File: src/pmusec_pkg.sv
package pmusec_pkg;

    // ------------------------------------------------------------
    // Clock and timing
    // ------------------------------------------------------------
    localparam int unsigned CLK_HZ           = 25_000_000;
    localparam int unsigned T_POR_US         = 1000;
    localparam int unsigned T_TRIG_MS        = 100;
    localparam int unsigned T_EVT_MS         = 2;
    localparam int unsigned T_CHG_MS         = 500;
    localparam int unsigned T_HOLD_MS        = 1500;
    localparam int unsigned T_FAULT_MS       = 10;
    localparam int unsigned T_RSTIN_MS       = 33;
    localparam int unsigned T_SHDN_US        = 450;
    localparam int unsigned CYC_PER_US       = CLK_HZ / 1_000_000;
    localparam int unsigned CYC_PER_MS       = CLK_HZ / 1_000;
    localparam int unsigned POR_CYC          = T_POR_US * CYC_PER_US;
    localparam int unsigned TRIG_CYC         = T_TRIG_MS * CYC_PER_MS;
    localparam int unsigned EVT_CYC          = T_EVT_MS * CYC_PER_MS;
    localparam int unsigned CHG_CYC          = T_CHG_MS * CYC_PER_MS;
    localparam int unsigned HOLD_CYC         = T_HOLD_MS * CYC_PER_MS;
    localparam int unsigned FAULT_CYC        = T_FAULT_MS * CYC_PER_MS;
    localparam int unsigned RSTIN_CYC        = T_RSTIN_MS * CYC_PER_MS;
    localparam int unsigned SHDN_CYC         = T_SHDN_US * CYC_PER_US;
    localparam int unsigned SLOT_CYC_DEF     = 1000;
    localparam int unsigned RST_DLY_CYC_DEF  = 250000;

    // ------------------------------------------------------------
    // Structure
    // ------------------------------------------------------------
    localparam int unsigned N_BLK            = 20;
    localparam int unsigned N_SLOT           = 8;
    localparam int unsigned CNT_W            = 26;
    localparam int unsigned N_PIN_EN         = 4;
    localparam int unsigned N_REG_EN         = 24;

    // ------------------------------------------------------------
    // Enable source codes
    // ------------------------------------------------------------
    localparam logic [3:0] SRC_OFF           = 4'h0;
    localparam logic [3:0] SRC_WORK          = 4'h1;
    localparam logic [3:0] SRC_REG_BASE      = 4'h2;
    localparam logic [3:0] SRC_PIN_BASE      = 4'h8;
    localparam logic [3:0] SRC_ON            = 4'hf;

    // ------------------------------------------------------------
    // Reset values
    // ------------------------------------------------------------
    localparam logic [3:0] SRC_RESET         = 4'h1;
    localparam logic [2:0] SLOT_RESET        = 3'h0;

    typedef enum {
        S_POR, S_STANDBY, S_QUAL, S_SLOTS, S_WAIT_HOLD, S_IDLE, S_SLEEP,
        S_SHDN, S_SYSRST
    } pmusec_state_e;

    typedef enum logic [1:0] {
        TRG_NONE, TRG_KEY, TRG_OTHER
    } pmusec_trig_e;

    typedef struct packed {
        logic thermal_limit_high;
        logic supply_low_lockout;
        logic regulator_fault;
    } pmusec_fault_s;

    typedef struct packed {
        logic power_key_in;
        logic accessory_power_in;
        logic charger_ok;
        logic momentary_supply_loss;
        logic rtc_alarm;
    } pmusec_trig_s;

endpackage : pmusec_pkg

File: src/pmusec_en_sel.sv
`timescale 1ns/100ps
`default_nettype none

module pmusec_en_sel #(
    parameter int unsigned N_BLK = pmusec_pkg::N_BLK
) (
    // Mode
    input  wire logic                  i_working,
    input  wire logic                  i_sleep,
    // Sources
    input  wire logic [pmusec_pkg::N_REG_EN-1:0] i_reg_en,
    input  wire logic [pmusec_pkg::N_PIN_EN-1:0] i_pin_en,
    input  wire logic [N_BLK*4-1:0]    i_src_code,
    input  wire logic [N_BLK-1:0]      i_sleep_permit,
    input  wire logic [N_BLK-1:0]      i_seq_on,
    // Result
    output logic      [N_BLK-1:0]      o_block_en
);

    function automatic logic pick(input logic [3:0] code, input logic working,
                                  input logic [pmusec_pkg::N_REG_EN-1:0] regs,
                                  input logic [pmusec_pkg::N_PIN_EN-1:0] pins);
        logic r;
        r = 1'b0;
        if (code == pmusec_pkg::SRC_WORK) begin
            r = working;
        end else if (code == pmusec_pkg::SRC_ON) begin
            r = 1'b1;
        end else if (code >= pmusec_pkg::SRC_PIN_BASE) begin
            r = pins[code[1:0]];
        end else if (code >= pmusec_pkg::SRC_REG_BASE) begin
            r = &regs[(code - pmusec_pkg::SRC_REG_BASE) * 4 +: 2];
        end
        return r;
    endfunction : pick

    always_comb begin
        for (int b = 0; b < N_BLK; b++) begin
            o_block_en[b] = i_seq_on[b]
                          & pick(i_src_code[b*4 +: 4], i_working | i_sleep, i_reg_en, i_pin_en)
                          & (~i_sleep | i_sleep_permit[b]);
        end
    end

endmodule : pmusec_en_sel

`default_nettype wire

File: src/pmusec_ctrl.sv
// Summary of operation
// - Power-on reset holds about one millisecond.
// - Standby keeps all blocks disabled.
// - Key or accessory 100 ms, or charger.
// - Supply-loss or alarm waits 2 ms.
// - Charger start waits 500 ms.
// - Regulators turn on in programmed slots.
// - Release host reset once regulators on.
// - No hold in 1.5 s: shutdown, not key.
// - Hold high after release enters idle.
// - Faults or hold low 10 ms: shutdown.
// - Sleep request low from idle enters sleep.
// - Shutdown: reset low, slots off, standby.
// - Reset pin low 33 ms: system reset.
// - Always-on rail kept during system reset.
// - Option bits make reset act as shutdown.
// - Shutdown steps slots down, one per slot time.
// - Each block has four-bit source code.
// - Register or pin sources, shared freely.
// - Blocks off in sleep unless permitted.
// - Code 0001 working, 0010 register bits.
`timescale 1ns/100ps
`default_nettype none

module pmusec_ctrl #(
    parameter int unsigned N_BLK       = pmusec_pkg::N_BLK,
    parameter int unsigned POR_CYC     = pmusec_pkg::POR_CYC,
    parameter int unsigned TRIG_CYC    = pmusec_pkg::TRIG_CYC,
    parameter int unsigned EVT_CYC     = pmusec_pkg::EVT_CYC,
    parameter int unsigned CHG_CYC     = pmusec_pkg::CHG_CYC,
    parameter int unsigned HOLD_CYC    = pmusec_pkg::HOLD_CYC,
    parameter int unsigned FAULT_CYC   = pmusec_pkg::FAULT_CYC,
    parameter int unsigned RSTIN_CYC   = pmusec_pkg::RSTIN_CYC,
    parameter int unsigned SHDN_CYC    = pmusec_pkg::SHDN_CYC,
    parameter int unsigned SLOT_CYC    = pmusec_pkg::SLOT_CYC_DEF,
    parameter int unsigned RST_DLY_CYC = pmusec_pkg::RST_DLY_CYC_DEF
) (
    // Clock and reset
    input  wire logic                  i_clk_sys,
    input  wire logic                  i_resetn,
    // Pins
    input  wire pmusec_pkg::pmusec_trig_s  i_trig,
    input  wire pmusec_pkg::pmusec_fault_s i_fault,
    input  wire logic                  i_host_hold_in,
    input  wire logic                  i_sleep_req_n,
    input  wire logic                  i_ext_reset_in_n,
    input  wire logic [pmusec_pkg::N_PIN_EN-1:0] i_mf_pin_en,
    // Configuration
    input  wire logic [pmusec_pkg::N_REG_EN-1:0] i_reg_en,
    input  wire logic [N_BLK*4-1:0]    i_src_code,
    input  wire logic [N_BLK-1:0]      i_sleep_permit,
    input  wire logic [N_BLK*3-1:0]    i_slot,
    input  wire logic                  i_reset_pin_shutdown_opt,
    input  wire logic                  i_reset_pin_restart_opt,
    // Outputs
    output logic                       o_host_reset_out_n,
    output logic [N_BLK-1:0]           o_block_en,
    output logic                       o_always_on_en,
    output logic                       o_regs_default,
    output logic                       o_user_regs_clear,
    output logic [3:0]                 o_mode
);

    // ------------------------------------------------------------
    // Input synchronisers
    // ------------------------------------------------------------
    localparam int unsigned NS = 11 + pmusec_pkg::N_PIN_EN;
    logic [NS-1:0] sy1_r;
    logic [NS-1:0] sy2_r;

    always_ff @(posedge i_clk_sys or negedge i_resetn) begin
        if (!i_resetn) begin
            sy1_r <= '0;
            sy2_r <= '0;
        end else begin
            sy1_r <= {i_trig, i_fault, i_host_hold_in, i_sleep_req_n,
                      ~i_ext_reset_in_n, i_mf_pin_en};
            sy2_r <= sy1_r;
        end
    end

    pmusec_pkg::pmusec_trig_s  trg;
    pmusec_pkg::pmusec_fault_s flt;
    logic hold;
    logic sleep_n;
    logic ext_rst;
    logic [pmusec_pkg::N_PIN_EN-1:0] pins;

    assign {trg, flt, hold, sleep_n, ext_rst, pins} = sy2_r;

    // ------------------------------------------------------------
    // State
    // ------------------------------------------------------------
    typedef struct packed {
        pmusec_pkg::pmusec_state_e  st;
        pmusec_pkg::pmusec_trig_e   cause;
        logic [pmusec_pkg::CNT_W-1:0] t;
        logic [pmusec_pkg::CNT_W-1:0] hold_t;
        logic [pmusec_pkg::CNT_W-1:0] qk;
        logic [pmusec_pkg::CNT_W-1:0] qa;
        logic [pmusec_pkg::CNT_W-1:0] qc;
        logic [pmusec_pkg::CNT_W-1:0] qe;
        logic [pmusec_pkg::CNT_W-1:0] qh;
        logic [pmusec_pkg::CNT_W-1:0] qf;
        logic [pmusec_pkg::CNT_W-1:0] qr;
        logic [2:0] slot;
        logic       evt_seen;
        logic       rst_n;
        logic       rst_as_shdn;
        logic       restart;
        logic       regs_def;
        logic       user_clr;
    } pmusec_ctrl_s;

    pmusec_ctrl_s s_r;
    pmusec_ctrl_s s_nxt;

    function automatic logic [pmusec_pkg::CNT_W-1:0] qual(
        input logic in, input logic [pmusec_pkg::CNT_W-1:0] c);
        if (!in) begin
            return '0;
        end
        return (c == '1) ? c : c + 1'b1;
    endfunction : qual

    function automatic logic reached(input logic [pmusec_pkg::CNT_W-1:0] c,
                                     input int unsigned lim);
        return c >= pmusec_pkg::CNT_W'(lim);
    endfunction : reached

    logic fault_now;
    logic work;

    always_comb begin
        s_nxt          = s_r;
        s_nxt.t        = (s_r.t == '1) ? s_r.t : s_r.t + 1'b1;
        s_nxt.regs_def = 1'b0;
        s_nxt.user_clr = 1'b0;
        s_nxt.qk = qual(trg.power_key_in, s_r.qk);
        s_nxt.qa = qual(trg.accessory_power_in, s_r.qa);
        s_nxt.qc = qual(trg.charger_ok, s_r.qc);
        s_nxt.qh = qual(~hold, s_r.qh);
        s_nxt.qf = qual(flt.regulator_fault, s_r.qf);
        s_nxt.qr = qual(ext_rst, s_r.qr);
        s_nxt.qe = s_r.evt_seen ? ((s_r.qe == '1) ? s_r.qe : s_r.qe + 1'b1) : '0;
        if ((trg.momentary_supply_loss | trg.rtc_alarm) && s_r.st == pmusec_pkg::S_STANDBY) begin
            s_nxt.evt_seen = 1'b1;
        end
        fault_now = flt.thermal_limit_high | flt.supply_low_lockout
                  | reached(s_r.qh, FAULT_CYC) | reached(s_r.qf, FAULT_CYC);
        unique case (s_r.st)
            pmusec_pkg::S_POR: begin
                s_nxt.regs_def = 1'b1;
                if (reached(s_r.t, POR_CYC)) begin
                    s_nxt.st = pmusec_pkg::S_STANDBY;
                end
            end
            pmusec_pkg::S_STANDBY: begin
                s_nxt.rst_n = 1'b0;
                if (reached(s_r.qk, TRIG_CYC) || s_r.restart) begin
                    s_nxt.cause   = s_r.restart ? pmusec_pkg::TRG_OTHER
                                                : pmusec_pkg::TRG_KEY;
                    s_nxt.restart = 1'b0;
                    s_nxt.st      = pmusec_pkg::S_SLOTS;
                    s_nxt.t       = '0;
                    s_nxt.hold_t  = '0;
                    s_nxt.slot    = pmusec_pkg::SLOT_RESET;
                end else if (reached(s_r.qa, TRIG_CYC)) begin
                    s_nxt.cause = pmusec_pkg::TRG_OTHER;
                    s_nxt.st    = pmusec_pkg::S_SLOTS;
                    s_nxt.t     = '0;
                    s_nxt.hold_t = '0;
                    s_nxt.slot  = pmusec_pkg::SLOT_RESET;
                end else if (s_r.qc != '0 || s_r.evt_seen) begin
                    s_nxt.cause = pmusec_pkg::TRG_OTHER;
                    s_nxt.st    = pmusec_pkg::S_QUAL;
                end
            end
            pmusec_pkg::S_QUAL: begin
                if (reached(s_r.qc, CHG_CYC) || reached(s_r.qe, EVT_CYC)) begin
                    s_nxt.st       = pmusec_pkg::S_SLOTS;
                    s_nxt.t        = '0;
                    s_nxt.hold_t   = '0;
                    s_nxt.slot     = pmusec_pkg::SLOT_RESET;
                    s_nxt.evt_seen = 1'b0;
                end else if (s_r.qc == '0 && !s_r.evt_seen) begin
                    s_nxt.st = pmusec_pkg::S_STANDBY;
                end
            end
            pmusec_pkg::S_SLOTS: begin
                if (reached(s_r.t, SLOT_CYC)) begin
                    s_nxt.t = '0;
                    if (s_r.slot == 3'(pmusec_pkg::N_SLOT - 1)) begin
                        s_nxt.st    = pmusec_pkg::S_WAIT_HOLD;
                        s_nxt.rst_n = 1'b1;
                    end else begin
                        s_nxt.slot = s_r.slot + 3'h1;
                    end
                end
            end
            pmusec_pkg::S_WAIT_HOLD: begin
                if (hold) begin
                    s_nxt.st = pmusec_pkg::S_IDLE;
                end else if (s_r.cause != pmusec_pkg::TRG_KEY
                             && reached(s_r.hold_t, HOLD_CYC)) begin
                    s_nxt.st = pmusec_pkg::S_SHDN;
                    s_nxt.t  = '0;
                end
            end
            pmusec_pkg::S_IDLE, pmusec_pkg::S_SLEEP: begin
                if (fault_now) begin
                    s_nxt.st = pmusec_pkg::S_SHDN;
                    s_nxt.t  = '0;
                end else if (reached(s_r.qr, RSTIN_CYC)) begin
                    s_nxt.t = '0;
                    s_nxt.qr = '0;
                    if (i_reset_pin_shutdown_opt) begin
                        s_nxt.st      = pmusec_pkg::S_SHDN;
                        s_nxt.restart = i_reset_pin_restart_opt;
                    end else begin
                        s_nxt.st       = pmusec_pkg::S_SYSRST;
                        s_nxt.hold_t   = '0;
                        s_nxt.user_clr = 1'b1;
                    end
                end else if (s_r.st == pmusec_pkg::S_IDLE && !sleep_n) begin
                    s_nxt.st = pmusec_pkg::S_SLEEP;
                end else if (s_r.st == pmusec_pkg::S_SLEEP && sleep_n) begin
                    s_nxt.st = pmusec_pkg::S_IDLE;
                end
            end
            pmusec_pkg::S_SHDN: begin
                s_nxt.rst_n = 1'b0;
                if (reached(s_r.t, SLOT_CYC)) begin
                    s_nxt.t = '0;
                    if (s_r.slot == pmusec_pkg::SLOT_RESET) begin
                        s_nxt.st       = pmusec_pkg::S_STANDBY;
                        s_nxt.regs_def = 1'b1;
                        s_nxt.cause    = pmusec_pkg::TRG_NONE;
                    end else begin
                        s_nxt.slot = s_r.slot - 3'h1;
                    end
                end
            end
            pmusec_pkg::S_SYSRST: begin
                s_nxt.rst_n = 1'b0;
                if (reached(s_r.t, RST_DLY_CYC)) begin
                    s_nxt.rst_n = 1'b1;
                    if (hold) begin
                        s_nxt.st = pmusec_pkg::S_IDLE;
                    end else if (reached(s_r.hold_t, HOLD_CYC)) begin
                        s_nxt.st = pmusec_pkg::S_SHDN;
                        s_nxt.t  = '0;
                    end
                end
            end
        endcase
        s_nxt.hold_t = (s_nxt.hold_t == '1) ? s_nxt.hold_t : s_nxt.hold_t + 1'b1;
        if (s_r.st == pmusec_pkg::S_SHDN && s_nxt.st == pmusec_pkg::S_STANDBY) begin
            s_nxt.qk = '0;
            s_nxt.qa = '0;
        end
    end

    always_ff @(posedge i_clk_sys or negedge i_resetn) begin
        if (!i_resetn) begin
            s_r <= '{st: pmusec_pkg::S_POR, cause: pmusec_pkg::TRG_NONE,
                     slot: pmusec_pkg::SLOT_RESET, regs_def: 1'b1, default: '0};
        end else begin
            s_r <= s_nxt;
        end
    end

    // ------------------------------------------------------------
    // Enables
    // ------------------------------------------------------------
    logic [N_BLK-1:0] seq_on;

    always_comb begin
        for (int b = 0; b < N_BLK; b++) begin
            unique case (s_r.st)
                pmusec_pkg::S_SLOTS, pmusec_pkg::S_SHDN:
                    seq_on[b] = i_slot[b*3 +: 3] <= s_r.slot;
                pmusec_pkg::S_WAIT_HOLD, pmusec_pkg::S_IDLE,
                pmusec_pkg::S_SLEEP, pmusec_pkg::S_SYSRST:
                    seq_on[b] = 1'b1;
                default:
                    seq_on[b] = 1'b0;
            endcase
        end
    end

    assign work = (s_r.st == pmusec_pkg::S_IDLE) || (s_r.st == pmusec_pkg::S_SLOTS)
               || (s_r.st == pmusec_pkg::S_WAIT_HOLD) || (s_r.st == pmusec_pkg::S_SYSRST)
               || (s_r.st == pmusec_pkg::S_SHDN);

    pmusec_en_sel #(
        .N_BLK          (N_BLK)
    ) u_sel (
        .i_working      (work),
        .i_sleep        (s_r.st == pmusec_pkg::S_SLEEP),
        .i_reg_en       (i_reg_en),
        .i_pin_en       (pins),
        .i_src_code     (i_src_code),
        .i_sleep_permit (i_sleep_permit),
        .i_seq_on       (seq_on),
        .o_block_en     (o_block_en)
    );

    assign o_host_reset_out_n = s_r.rst_n;
    assign o_always_on_en     = s_r.st != pmusec_pkg::S_POR;
    assign o_regs_default     = s_r.regs_def;
    assign o_user_regs_clear  = s_r.user_clr;
    assign o_mode             = 4'(s_r.st);

endmodule : pmusec_ctrl

`default_nettype wire

File: config.mk
export PLATFORM = sky130hd
export DESIGN_NAME = pmusec_ctrl
export DESIGN_NICKNAME = d
export VERILOG_FILES = /design/src/pmusec_pkg.sv /design/src/pmusec_en_sel.sv /design/src/pmusec_ctrl.sv
export SDC_FILE = /design/constraint.sdc
export NUM_CORES = 1
export LEC_CHECK = 0
export ABC_AREA = 1
export ABC_CLOCK_PERIOD_IN_PS = 4800
export BUFFER_PORTS_ARGS = -buffer_cell sky130_fd_sc_hd__buf_2
export CAP_MARGIN = 25
export CORE_MARGIN = 1.5
export CORE_UTILIZATION = 25
export DETAILED_ROUTE_END_ITERATION = 16
export GPL_ROUTABILITY_DRIVEN = 0
export PLACE_DENSITY_LB_ADDON = 0.1
export RECOVER_POWER = 25
export SLEW_MARGIN = 30
export SYNTH_ARGS = -nofsm -noshare
export SYNTH_HDL_FRONTEND = slang
export SYNTH_HIERARCHICAL = 1
export SYNTH_SLANG_ARGS = --single-unit
File: constraint.sdc
create_clock -name i_clk_sys -period 4.8 [get_ports i_clk_sys]
set_input_delay 0.48 -clock i_clk_sys [delete_from_list [all_inputs] [get_ports i_clk_sys]]
set_output_delay 0.48 -clock i_clk_sys [all_outputs]
set_load 0.005 [all_outputs]
==> results.txt <==
The worst register-to-register path ends at s_r[192]$_DFF_PN0_. STA classifies the critical path endpoint as an output port. The root buffer selected by CTS is clkbuf_16. The initial antenna violation count is 13. Setup violations remaining at the end of the flow were counted as 0. The checks that failed: max-capacitance violations, max-slew violations.

TritonCTS built the clock tree. The number of nets in the synthesized netlist is 3911. The total of flip-flops plus latches after synthesis came out at between 300 and 400. The total placed cells including tap cells is between 4000 and 5000.

The post-route cell area is 27400 sq um. The final worst setup slack came out at 0.785 ns. At the pin with the least slew margin, the transition time is 2.33 ns.

The biggest fanout along the worst timing path is 20. The count of TritonRoute iterations in the first routing pass came out at 6. Synthesis produced 3570 cells. The final number of hold-violating endpoints came out at 0. The count of buffers added on input and output ports is between 200 and 250. The worst setup slack after placement came out at 1.18 ns.

The number of CTS-inserted buffers came out at 40. The vias per cell is 4.58. The run finished, with violations left.

The final design utilization came out at 0.294. The number of synthesized flops with an enable pin is 0. The arrival time at the worst endpoint is 3.54 ns.

The static leakage is 13.4 nW. The initial standard-cell utilization of the core is 0.253. The standard-cell row count is roughly 110. The DRC violation count after routing came out at 0. The predominant post-synthesis flop cell is dfrtp_1. The most critical setup path has its endpoint at o_block_en[17]. The design draws slightly above 9 mW. The wire length of the first global-routing pass is 123000 um.

The count of pins over their slew limit was 88. The count of antenna-violating nets left after detailed routing is 0. The instance area after placement came out at about 26000 sq um. Dividing the detail-routed wire length by the instance count gives roughly 15 um. The count of clock tree sinks came out at 306. The pin count of the biggest net entering global routing is 90. After clock tree synthesis, the setup repair step added 0 buffers. The clock insertion delay at the later pin of the skew report is between 0.5 and 0.6 ns. The worst reg-to-reg setup slack is between 1 and 1.5 ns. The die outline area came out at 96200 sq um. After layout, the minimum clock period comes to 4.02 ns.

For this run, the total global-route usage over all layers was measured as 0.159. The power per standard cell area is 331 nW/um^2. The total overflow reported by the global router is 0. The height of the chip is 310 um. The standard cell core area is slightly above 90000 sq um. For this design the top-level I/O count stands at about 230. Hold is met by 0.0427 ns. The H-tree depth came out at 2. The half-perimeter wire length after placement is just under 60000 um. The post-synthesis cell type count came out at 60. The width of the chip is 310 um. The total of warnings raised by yosys came out at 6. The post-CTS clock slew at the launch and capture registers of the worst setup and hold paths is about 0.06 ns.

The ratio of final minimum period to clock period came out at 0.836. In this run the worst setup path begins at s_r[249]$_DFF_PN0_. Setup repair after global routing left no endpoint under its margin.

The worst register-to-register path has a depth of 20. Detailed routing inserted a total of about 23000 vias. The synthesized netlist occupies a cell area of 23600 sq um.

The final clock skew came out at 0.0351 ns. The worst max-slew margin expressed relative to the limit came out at -0.555. The net total in the final layout is 4119. The required time at the worst-slack endpoint came out at 4.32 ns. The fraction of layout cells with a size suffix above 1 is 0.102. Once the clock tree was built, the resizer swapped 0 gates to a different size. VDD sags by at most between 0.2 and 0.25 mV.

The first-iteration detailed-routing DRC count is 1448. Based on the critical path, the design can be clocked at up to between 200 and 250 MHz. The critical path is of the reg2out type. The number of non-filler instances in the completed layout came out at 5067. The wire length after detailed routing came out at 77400 um. The maximum buffer depth of the clock tree is 3. The share of synthesized flip-flops with an asynchronous set or reset came out at 1.00. Across the run, the number of max-cap violations was 1.

The post-route setup TNS came out at 0 ns. The sequential-to-total area share from yosys stat is 0.325. The via count of the first global-routing pass was roughly 22000.

The per-instance average area after synthesis is around 6.6 sq um. The class of the worst hold path is in2reg. The startpoint of the worst register-to-register path is s_r[249]$_DFF_PN0_.

The startpoint type of the worst setup path is a flip-flop. The area added between synthesis and finish came out at 16.2%.
[sequential cells by signal, indices dropped and copies added, names as in the netlist]
register and count:
o_regs_default 1, s_r 269, sy1_r 15, o_host_reset_out_n 1
sy2_r 15, o_mode 4, o_user_regs_clear 1
[routing by layer]
layer	wire length (um)	track usage	up-vias
li1	-	-	12000
met1	36700	0.217	10700
met2	36000	0.263	377
met3	3020	0.0225	91
met4	1600	0.0403	4
met5	27	0	-
[how the worst min path moves through the flow]
stage | startpoint | end | slack, ns | cells after the start
5_1_grt | i_trig[1] | sy1_r[11]$_DFF_PN0_ | 0.003 | 1
4_1_cts | i_trig[1] | sy1_r[11]$_DFF_PN0_ | 0.008 | 1
3_5_place_dp | sy1_r[2]$_DFF_PN0_ | sy2_r[2]$_DFF_PN0_ | 0.33 | 0
6_report | i_mf_pin_en[0] | sy1_r[0]$_DFF_PN0_ | 0.04 | 1
3_3_place_gp | sy1_r[4]$_DFF_PN0_ | sy2_r[4]$_DFF_PN0_ | 0.33 | 0
2_1_floorplan | i_resetn | o_host_reset_out_n$_DFFE_PN0P_ | 0.18 | 0
[synthesized netlist by cell type (27+ instances only)]
master,n,area [sq um]
nand2_1,877,3290
inv_1,533,2000
nor2_1,486,1820
nand3_1,383,1920
dfrtp_1,305,7630
o21ai_0,141,706
ha_1,137,1710
a21oi_1,125,626
nor3_1,121,606
nand4_1,78,488
buf_2,37,185
xor2_1,31,272
clkbuf_1,29,109
nor4_1,27,169
[repair_timing]
| item | CTS | global route |
|---|---|---|
| endpoints found under the setup margin | 0 | 0 |
| hold buffers | 11 | 0 |
| endpoints found under the hold margin | 92 | 0 |
[worst max-delay path, cell delays in order (launching register included)]
cell and delay (ns):
dfrtp_1 0.36, inv_1 0.07, nand2_1 0.08, nor2_2 0.37, nand2_1 0.19, nor3_2 0.78, inv_1 0.14, nand3_1 0.15
nor2_2 0.05, buf_4 0.25, nand2_1 0.12, o211ai_1 0.10, a21oi_2 0.16, buf_2 0.14
[report_power, final]
group          total [mW]  switching (mW)  internal [mW]
clock                3.04            1.21           1.83
sequential           2.86           0.139           2.72
combinational        3.18            2.16           1.02
[area by class of cell]
class | count | area, sq um
Fill cell | 10500 | 65900
Timing Repair Buffer | 249 | 1340
Clock buffer | 55 | 1110
Multi-Input combinational cell | 2642 | 13500
Inverter | 539 | 2020
Sequential cell | 306 | 7660
Tap cell | 1254 | 1570
Antenna cell | 8 | 20.0
Clock inverter | 14 | 203
[cell families (layout without fill, tap and decap cells)]
group                    count (synthesis)  in the layout  share of synthesized area
AND/OR/NAND/NOR                       2074           2074                      0.385
buffers and inverters                  622            857                      0.105
AO/OA/AOI/OAI                          385            385                     0.0950
flip-flops                             306            306                      0.325
adder cells (fa/ha/maj)                138            138                     0.0736
XOR/XNOR                                43             43                     0.0160
multiplexers                             2              2                   0.000902
other                                    0              8                          0
[cells in the final DEF, fill, tap and decap left out, drive strengths merged, types with 25 or more instances in the layout]
| master | netlist | layout |
|---|---|---|
| a21oi | 128 | 128 |
| buf | 54 | 232 |
| nand4 | 78 | 78 |
| dfrtp | 305 | 305 |
| nor3 | 122 | 122 |
| o21ai | 143 | 143 |
| nor2 | 515 | 515 |
| nand2 | 887 | 887 |
| nor4 | 27 | 27 |
| nand3 | 404 | 404 |
| clkbuf | 29 | 61 |
| xor2 | 31 | 31 |
| inv | 536 | 536 |
| ha | 137 | 137 |
| o211ai | 25 | 25 |
No activity file was read; power rests on OpenSTA's default activity.
